[src/include/iodr_pkg.sv]
//------------------------------------------------------------------------------
//------------------------------------------------------------------------------
`default_nettype none

package iodr_pkg;

    //--------------------------------------------------------------------------
    // register map
    //--------------------------------------------------------------------------
    localparam logic [6:0] ADDR_Y_ACCEL_LOW   = 7'h14;
    localparam logic [6:0] ADDR_Y_ACCEL_HIGH  = 7'h16;
    localparam logic [6:0] ADDR_Z_ACCEL_LOW   = 7'h18;
    localparam logic [6:0] ADDR_Z_ACCEL_HIGH  = 7'h1A;
    localparam logic [6:0] ADDR_DIE_TEMP      = 7'h1C;
    localparam logic [6:0] ADDR_SYNC_ELAPSED  = 7'h1E;
    localparam logic [6:0] ADDR_HOLE          = 7'h20;
    localparam logic [6:0] ADDR_UPDATE_CNT    = 7'h22;
    localparam logic [6:0] ADDR_X_DANG_LOW    = 7'h24;
    localparam logic [6:0] ADDR_X_DANG_HIGH   = 7'h26;
    localparam logic [6:0] ADDR_Y_DANG_LOW    = 7'h28;
    localparam logic [6:0] ADDR_Y_DANG_HIGH   = 7'h2A;
    localparam logic [6:0] ADDR_Z_DANG_LOW    = 7'h2C;
    localparam logic [6:0] ADDR_Z_DANG_HIGH   = 7'h2E;
    localparam logic [6:0] ADDR_LAST          = 7'h2F;
    localparam int         NUM_WORDS          = 14;
    localparam logic [15:0] UPD_CNT_RESET     = 16'h0000;
    localparam logic [15:0] UNMAPPED_DATA     = 16'h0000;

    //--------------------------------------------------------------------------
    // control fields and serial frame
    //--------------------------------------------------------------------------
    localparam int         SYNC_MODE_MSB      = 3;
    localparam int         SYNC_MODE_LSB      = 2;
    localparam logic [1:0] SYNC_MODE_SCALED   = 2'h2;
    localparam int         FRAME_BITS         = 16;
    localparam int         FRAME_RW_BIT       = 15;
    localparam int         FRAME_ADDR_MSB     = 14;
    localparam int         FRAME_ADDR_LSB     = 8;

    //--------------------------------------------------------------------------
    // timing and integration
    //--------------------------------------------------------------------------
    localparam int         CLK_PERIOD_NS      = 10;
    localparam int         TS_LSB_NS          = 49020;
    localparam int         TS_TICK_CYC        = TS_LSB_NS / CLK_PERIOD_NS;
    localparam int         FS_NOMINAL_SPS     = 2000;
    localparam int         DANG_RANGE_DEG     = 360;
    localparam int         DANG_GAIN_POW      = 38;
    localparam int         DANG_SHIFT         = 24;
    localparam int         DANG_GAIN_W        = 24;
    localparam int         DANG_ACC_W         = 50;

    function automatic logic addr_mapped(input logic [6:0] addr);
        return (addr >= ADDR_Y_ACCEL_LOW) && (addr <= ADDR_LAST)
            && (addr[6:1] != ADDR_HOLE[6:1]);
    endfunction

    function automatic logic [5:0] word_index(input logic [6:0] addr);
        logic [6:0] off;
        off = addr - ADDR_Y_ACCEL_LOW;
        return off[6:1];
    endfunction

    // rate sum (deg/s q16) to delta angle counts of range/2^31
    function automatic logic [31:0] dang_scale(input logic signed [DANG_ACC_W-1:0] sum,
                                               input logic [DANG_GAIN_W-1:0] gain);
        logic signed [DANG_ACC_W+DANG_GAIN_W:0] prod;
        prod = sum * $signed({1'b0, gain});
        return prod[DANG_SHIFT+31:DANG_SHIFT];
    endfunction

endpackage : iodr_pkg

`default_nettype wire

[src/include/iodr_rd_if.sv]
`default_nettype none

interface iodr_rd_if;
    logic        req;
    logic [6:0]  addr;
    logic [15:0] data;
    logic        ack;

    modport master (output req, output addr, input data, input ack);
    modport slave  (input req, input addr, output data, output ack);
endinterface : iodr_rd_if

`default_nettype wire

[src/core/iodr_regbank.sv]
`default_nettype none

module iodr_regbank
    import iodr_pkg::*;
#(
    parameter int NW = NUM_WORDS
) (
    input  wire logic                 i_mclk,
    input  wire logic                 i_nrst,
    input  wire logic                 i_load,
    input  wire logic [NW-1:0][15:0]  i_words,
    iodr_rd_if.slave                  rd
);

    logic [NW-1:0][15:0] mem_reg;
    logic [15:0]         rdata_reg;
    logic                ack_reg;

    wire logic       hit = addr_mapped(rd.addr);
    wire logic [5:0] idx = word_index(rd.addr);
    wire logic [15:0] rdata_next = hit ? mem_reg[idx] : UNMAPPED_DATA;

    //--------------------------------------------------------------------------
    // all words load in one edge
    //--------------------------------------------------------------------------
    always_ff @(posedge i_mclk) begin
        if (!i_nrst) begin
            mem_reg <= '0;
        end else if (i_load) begin
            mem_reg <= i_words;
        end
    end

    always_ff @(posedge i_mclk) begin
        if (!i_nrst) begin
            rdata_reg <= 16'h0000;
            ack_reg   <= 1'b0;
        end else begin
            ack_reg <= rd.req;
            if (rd.req) begin
                rdata_reg <= rdata_next;
            end
        end
    end

    assign rd.data = rdata_reg;
    assign rd.ack  = ack_reg;

endmodule : iodr_regbank

`default_nettype wire

[src/core/iodr_spi.sv]
`default_nettype none

module iodr_spi
    import iodr_pkg::*;
(
    input  wire logic  i_mclk,
    input  wire logic  i_nrst,
    input  wire logic  i_cs_n,
    input  wire logic  i_sclk,
    input  wire logic  i_mosi,
    output logic       o_miso,
    output logic       o_miso_oe,
    iodr_rd_if.master  rd
);

    logic        sclk_prev_reg;
    logic        cs_prev_reg;
    logic [3:0]  bit_cnt_reg;
    logic [15:0] rx_reg;
    logic [15:0] tx_reg;
    logic [15:0] resp_reg;
    logic        req_reg;
    logic [6:0]  addr_reg;

    wire logic        sclk_rise  = i_sclk & ~sclk_prev_reg & ~i_cs_n;
    wire logic        sclk_fall  = ~i_sclk & sclk_prev_reg & ~i_cs_n;
    wire logic        cs_fall    = ~i_cs_n & cs_prev_reg;
    wire logic [15:0] rx_next    = {rx_reg[14:0], i_mosi};
    wire logic        frame_done = sclk_rise && (bit_cnt_reg == 4'(FRAME_BITS - 1));
    wire logic        is_read    = ~rx_next[FRAME_RW_BIT];

    //--------------------------------------------------------------------------
    // mode 3 frame: capture on rise, shift on fall
    //--------------------------------------------------------------------------
    always_ff @(posedge i_mclk) begin
        if (!i_nrst) begin
            sclk_prev_reg <= 1'b1;
            cs_prev_reg   <= 1'b1;
            bit_cnt_reg   <= 4'h0;
            rx_reg        <= 16'h0000;
        end else begin
            sclk_prev_reg <= i_sclk;
            cs_prev_reg   <= i_cs_n;
            if (i_cs_n) begin
                bit_cnt_reg <= 4'h0;
            end else if (sclk_rise) begin
                rx_reg      <= rx_next;
                bit_cnt_reg <= bit_cnt_reg + 4'h1;
            end
        end
    end

    // read request goes out after the frame; answer shifts in the next one
    always_ff @(posedge i_mclk) begin
        if (!i_nrst) begin
            req_reg  <= 1'b0;
            addr_reg <= 7'h00;
            resp_reg <= 16'h0000;
            tx_reg   <= 16'h0000;
        end else begin
            req_reg <= frame_done & is_read;
            if (frame_done) begin
                addr_reg <= rx_next[FRAME_ADDR_MSB:FRAME_ADDR_LSB];
            end
            if (frame_done && !is_read) begin
                resp_reg <= 16'h0000;
            end else if (rd.ack) begin
                resp_reg <= rd.data;
            end
            if (cs_fall) begin
                tx_reg <= resp_reg;
            end else if (sclk_fall && bit_cnt_reg != 4'h0) begin
                tx_reg <= {tx_reg[14:0], 1'b0};
            end
        end
    end

    assign rd.req    = req_reg;
    assign rd.addr   = addr_reg;
    assign o_miso    = tx_reg[15];
    assign o_miso_oe = ~i_cs_n;

endmodule : iodr_spi

`default_nettype wire

[src/core/iodr_top.sv]
`default_nettype none

module iodr_top
    import iodr_pkg::*;
#(
    parameter int MODEL_RANGE_DEG = DANG_RANGE_DEG,
    parameter int FS_SPS          = FS_NOMINAL_SPS,
    parameter int TS_TICK_CYCLES  = TS_TICK_CYC
) (
    input  wire logic        i_mclk,
    input  wire logic        i_nrst,
    input  wire logic        i_sample_stb,
    input  wire logic [31:0] i_gyro_x,
    input  wire logic [31:0] i_gyro_y,
    input  wire logic [31:0] i_gyro_z,
    input  wire logic [31:0] i_accel_y,
    input  wire logic [31:0] i_accel_z,
    input  wire logic [15:0] i_temp,
    input  wire logic        i_sync,
    input  wire logic [15:0] i_misc_ctrl,
    input  wire logic [15:0] i_dec_rate,
    input  wire logic        i_cs_n,
    input  wire logic        i_sclk,
    input  wire logic        i_mosi,
    output logic             o_miso,
    output logic             o_miso_oe,
    output logic             o_sample_available
);

    //--------------------------------------------------------------------------
    // integration gain per variant
    //--------------------------------------------------------------------------
    localparam longint unsigned GAIN_FULL =
        (64'd1 << DANG_GAIN_POW) / (64'(FS_SPS) * 64'(MODEL_RANGE_DEG));
    localparam logic [DANG_GAIN_W-1:0] DANG_GAIN = DANG_GAIN_W'(GAIN_FULL);
    localparam logic [15:0] TS_MAX = 16'hFFFF;

    iodr_rd_if rd_bus ();

    logic [15:0] dec_cnt_reg;
    logic [15:0] upd_cnt_reg;
    logic        sync_prev_reg;
    logic [31:0] tick_div_reg;
    logic [15:0] ts_cnt_reg;
    logic        avail_reg;
    logic signed [31:0]           rate_prev_reg [3];
    logic signed [DANG_ACC_W-1:0] acc_reg [3];
    logic signed [DANG_ACC_W-1:0] acc_next [3];
    logic [31:0]                  dang [3];
    logic [NUM_WORDS-1:0][15:0]   words;

    wire logic signed [31:0] rate_in [3] = '{i_gyro_x, i_gyro_y, i_gyro_z};

    //--------------------------------------------------------------------------
    // decimation and update strobe
    //--------------------------------------------------------------------------
    wire logic        last_sample = dec_cnt_reg >= i_dec_rate;
    wire logic        update      = i_sample_stb & last_sample;
    wire logic        sync_rise   = i_sync & ~sync_prev_reg;
    wire logic        tick        = tick_div_reg >= 32'(TS_TICK_CYCLES - 1);
    wire logic [1:0]  sync_mode   = i_misc_ctrl[SYNC_MODE_MSB:SYNC_MODE_LSB];
    wire logic        ts_valid    = sync_mode == SYNC_MODE_SCALED;
    wire logic [15:0] ts_now      = sync_rise ? 16'h0000 : ts_cnt_reg;
    wire logic [15:0] upd_cnt_nxt = upd_cnt_reg + 16'h0001;

    always_ff @(posedge i_mclk) begin
        if (!i_nrst) begin
            dec_cnt_reg <= 16'h0000;
        end else if (update) begin
            dec_cnt_reg <= 16'h0000;
        end else if (i_sample_stb) begin
            dec_cnt_reg <= dec_cnt_reg + 16'h0001;
        end
    end

    always_ff @(posedge i_mclk) begin
        if (!i_nrst) begin
            upd_cnt_reg <= UPD_CNT_RESET;
            avail_reg   <= 1'b0;
        end else begin
            avail_reg <= update;
            if (update) begin
                upd_cnt_reg <= upd_cnt_nxt;
            end
        end
    end

    //--------------------------------------------------------------------------
    // time since last sync edge
    //--------------------------------------------------------------------------
    always_ff @(posedge i_mclk) begin
        if (!i_nrst) begin
            sync_prev_reg <= 1'b0;
            tick_div_reg  <= 32'h0000_0000;
            ts_cnt_reg    <= 16'h0000;
        end else begin
            sync_prev_reg <= i_sync;
            if (sync_rise) begin
                tick_div_reg <= 32'h0000_0000;
                ts_cnt_reg   <= 16'h0000;
            end else if (tick) begin
                tick_div_reg <= 32'h0000_0000;
                if (ts_cnt_reg != TS_MAX) begin
                    ts_cnt_reg <= ts_cnt_reg + 16'h0001;
                end
            end else begin
                tick_div_reg <= tick_div_reg + 32'h0000_0001;
            end
        end
    end

    //--------------------------------------------------------------------------
    // delta angle: trapezoid sum over the decimation window
    //--------------------------------------------------------------------------
    always_comb begin
        for (int a = 0; a < 3; a++) begin
            acc_next[a] = acc_reg[a]
                        + DANG_ACC_W'(rate_in[a])
                        + DANG_ACC_W'(rate_prev_reg[a]);
            dang[a]     = dang_scale(acc_next[a], DANG_GAIN);
        end
    end

    always_ff @(posedge i_mclk) begin
        if (!i_nrst) begin
            for (int a = 0; a < 3; a++) begin
                rate_prev_reg[a] <= 32'h0000_0000;
                acc_reg[a]       <= '0;
            end
        end else if (i_sample_stb) begin
            for (int a = 0; a < 3; a++) begin
                rate_prev_reg[a] <= rate_in[a];
                acc_reg[a]       <= update ? '0 : acc_next[a];
            end
        end
    end

    //--------------------------------------------------------------------------
    // output words, loaded together on each update
    //--------------------------------------------------------------------------
    always_comb begin
        words = '0;
        words[word_index(ADDR_Y_ACCEL_LOW)]  = i_accel_y[15:0];
        words[word_index(ADDR_Y_ACCEL_HIGH)] = i_accel_y[31:16];
        words[word_index(ADDR_Z_ACCEL_LOW)]  = i_accel_z[15:0];
        words[word_index(ADDR_Z_ACCEL_HIGH)] = i_accel_z[31:16];
        words[word_index(ADDR_DIE_TEMP)]     = i_temp;
        words[word_index(ADDR_SYNC_ELAPSED)] = ts_valid ? ts_now : 16'h0000;
        words[word_index(ADDR_UPDATE_CNT)]   = upd_cnt_nxt;
        words[word_index(ADDR_X_DANG_LOW)]   = dang[0][15:0];
        words[word_index(ADDR_X_DANG_HIGH)]  = dang[0][31:16];
        words[word_index(ADDR_Y_DANG_LOW)]   = dang[1][15:0];
        words[word_index(ADDR_Y_DANG_HIGH)]  = dang[1][31:16];
        words[word_index(ADDR_Z_DANG_LOW)]   = dang[2][15:0];
        words[word_index(ADDR_Z_DANG_HIGH)]  = dang[2][31:16];
    end

    iodr_regbank #(
        .NW      (NUM_WORDS)
    ) u_regbank (
        .i_mclk  (i_mclk),
        .i_nrst  (i_nrst),
        .i_load  (update),
        .i_words (words),
        .rd      (rd_bus.slave)
    );

    iodr_spi u_spi (
        .i_mclk    (i_mclk),
        .i_nrst    (i_nrst),
        .i_cs_n    (i_cs_n),
        .i_sclk    (i_sclk),
        .i_mosi    (i_mosi),
        .o_miso    (o_miso),
        .o_miso_oe (o_miso_oe),
        .rd        (rd_bus.master)
    );

    // pulse once the new words are readable; host rate measurement uses it
    assign o_sample_available = avail_reg;

endmodule : iodr_top

`default_nettype wire

[config.mk]
export PLATFORM = sky130hd
export DESIGN_NAME = iodr_top
export DESIGN_NICKNAME = d
export VERILOG_FILES = /design/src/include/iodr_pkg.sv /design/src/include/iodr_rd_if.sv /design/src/core/iodr_regbank.sv /design/src/core/iodr_spi.sv /design/src/core/iodr_top.sv
export SDC_FILE = /design/constraint.sdc
export NUM_CORES = 2
export LEC_CHECK = 0
export BUFFER_PORTS_ARGS = -buffer_cell sky130_fd_sc_hd__clkbuf_2
export CAP_MARGIN = 30
export CORE_ASPECT_RATIO = 1.1
export CORE_UTILIZATION = 42
export DETAILED_ROUTE_END_ITERATION = 10
export GPL_TIMING_DRIVEN = 0
export PLACE_DENSITY_LB_ADDON = 0.12
export SLEW_MARGIN = 40
export SYNTH_ARGS = -nofsm -noshare
export SYNTH_HDL_FRONTEND = slang
export SYNTH_SLANG_ARGS = --single-unit
[constraint.sdc]
create_clock -name i_mclk -period 12.1 [get_ports i_mclk]
set_input_delay 0 -clock i_mclk [delete_from_list [all_inputs] [get_ports i_mclk]]
set_output_delay 0 -clock i_mclk [all_outputs]
set_load 0.05 [all_outputs]
==> summary.md <==
| Metric | Value |
|---|---|
| Number of synthesized flops with an enable pin | 246 |
| RD Place Congestion | 0.937 |
| I/O pins | 218 |
| Final setup fails | 0 |
| WL/cell | 20.4 µm |
| Synth warn | 0 |
| Synth Area per Inst | 10.1 µm² |
| Clock latency on the worst-skew pair | 0.74 ns |
| Vias in the first global route | 57834 |
| Global route total overflow | 0 |
| Routed WL | 218000 µm |
| DP Worst Slack | 0.104 ns |
| Fraction of registers with async set/reset | 0% |
| Number of DRC markers in iteration 0 | 3105 |
| Seq/Total Area, Yosys | 18.6% |
| Max FFs per register | 208 |
| Width of the chip | roughly 410 µm |
| Worst-path fanout max | 8 |
| First-pass GRT wire length | 342000 µm |
| Final Skew | approximately 0.046 ns |
| Via count | 54154 |
| Relative slew margins | 42.6% |
| Fin nets | roughly 11000 |
| Req. time, crit path | 12.71 ns |
| Initial Util | 42.3% |
| Unrepaired setup endpoints after global routing | false |
| Core Region | 184000 µm² |
| DP Wirelength | 187000 µm |
| CTS Sinks | 598 |
| GRT Total Usage | 24.0% |
| Drt first pass iters | 6 |
| Clock-pin slew on the worst setup and hold paths | about 0.06 ns |
| Status | finished clean |
| Die area | between 150000 and 200000 µm² |
| Clock root cell | clkbuf_16 |
| Setup ws final | 0.571 ns |
| Initial antenna violation count | 10 |
| Cells after Synth | between 7000 and 8000 |
| Worst-Margin Slew | 0.852 ns |
| Largest net degree at the start of global routing | 41 |
| Primary FF master, synth | dfxtp_1 |
| Critical path launch point type | flip-flop |
| CTS max path bufs | 3 |
| Synthesis-to-finish area growth | 12.1% |
| Row cnt | 165 |
| Share of cells above drive strength 1 | 7.18% |
| Post-Syn Area | just under 80000 µm² |
| CTS tree | done |
| Die Y | 453 µm |
| Critical Path End Type | flip-flop |
| Tcrit/Tclk final | 95.3% |
| FF+latch count, synth | ~600 |
| Post-DR vias/cell | between 5 and 6 |
| Port bufs | 203 |
| Slowest CP cell | a211oi_1 |
| DRC | 0 |
| Slowest stage delay, CP | 0.58 ns |
| Fin. max-slew vios | 0 |
| Min-Delay Path Class | primary input to flip-flop |
| Final-report hold violation count | 0 |
| Max cap viols | 0 |
| Number of distinct library cells after synthesis | 98 |
| Max Clk Rate | 86.7 MHz |
| Critical path class | flip-flop to flip-flop |
| Num CTS Buffers | 77 |
| Worst EP arrival | 12.14 ns |
| Fin crit period | 11.53 ns |
| H-tree level count | 3 |
| Final Util | 47.4% |
| Post-route ant nets | 0 |
[synth_stat cells, drive strengths merged, types with 36 or more instances]
cell | number | area [µm²]
o21bai | 52 | 390
dfxtp | 352 | 7050
and3 | 124 | 776
nand2 | 334 | 1250
and2 | 61 | 382
xor2 | 154 | 1390
a22o | 117 | 1020
inv | 1869 | 7020
a21o | 142 | 1070
nand3 | 76 | 380
nand4 | 47 | 294
buf | 43 | 201
xnor2 | 212 | 1870
a21boi | 36 | 270
nor2 | 356 | 1340
nor3 | 46 | 230
a21oi | 289 | 1460
mux2i | 52 | 521
clkbuf | 142 | 533
fa | 1261 | 25200
ha | 937 | 11700
o21ai | 219 | 1110
edfxtp | 246 | 7390
[routing by layer]
metal / vias up / GRT usage, % / part of all wire [%]
li1: 25580 / - / -
met1: 27409 / 33.6 / 46
met2: 1005 / 39.5 / 47
met3: 158 / 3.34 / 4.9
met4: 2 / 5.18 / 2.0
met5: - / 0 / 0.0060
[cells in the final DEF, fill, tap and decap left out, drive strengths merged, types with 219 or more instances in the layout]
master	instances
nand2	334
o21ai	219
inv	1873
a21oi	289
fa	1261
ha	937
edfxtp	246
dfxtp	352
clkbuf	450
nor2	356
[what timing repair did]
item / 4_1_cts / 5_1_grt
endpoints found under the setup margin: 0 / 1
endpoints found under the hold margin: 188 / 1
hold buffers: 187 / 1
resized for setup: 0 / 2
buffers inserted: 0 / 0
[final cells by class]
type / instances / area (µm²)
Inverter: 1870 / 7020
Sequential cell: 598 / 14400
Timing Repair Buffer: 411 / 3240
Clock buffer: 105 / 2130
Multi-Input combinational cell: 5029 / 55900
Antenna cell: 5 / 12.5
Tap cell: 2421 / 3030
Clock inverter: 37 / 443
Fill cell: 17411 / 96600
Buffer: 185 / 759
[critical path: cells and delay by family (launching register included)]
| family | cells | cell delay [ns] |
|---|---|---|
| AO/OA/AOI/OAI | 14 | 3.74 |
| AND/OR/NAND/NOR | 4 | 1.05 |
| flip-flops | 1 | 0.32 |
| multiplexers | 1 | 0.14 |
| adder cells (fa/ha/maj) | 10 | 4.33 |
| XOR/XNOR | 2 | 0.91 |
| buffers and inverters | 8 | 0.93 |
[through the flow]
step / std cells / area (µm²) / hold WS (ns) / TNS (ns)
after CTS: 10654 / 86800 / 0.000778 / 0
after global placement: 10306 / 81700 / 0.221 / -125.03
after detailed placement: 10325 / 82400 / 0.224 / 0
after global routing: 10657 / 87000 / 0.0269 / 0
final: 10661 / 87000 / 0.0529 / 0
after floorplan: 7682 / 77600 / 0.122 / 0
[kinds of logic after synthesis]
kind of cell	share of synthesized area, %
adder cells (fa/ha/maj)	47.7
buffers and inverters	10.0
AND/OR/NAND/NOR	7.33
AO/OA/AOI/OAI	10.0
flip-flops	18.6
XOR/XNOR	4.32
multiplexers	2.04
other	0.00483
[final timing paths]
kind,start,to,slack (ns),depth (start not counted)
min reg2reg,u_regbank.mem_reg[210],u_regbank.mem_reg[210],0.45,2
min,i_gyro_x[31],rate_prev_reg[0][31],0.05,2
max,rate_prev_reg[0][1],u_regbank.mem_reg[159],0.57,39
max reg2reg,rate_prev_reg[0][1],u_regbank.mem_reg[159],0.57,39
Power is left out: the tool's default activity adds up to more than one toggle a clock period on the data nets, which glitch-free logic cannot reach.
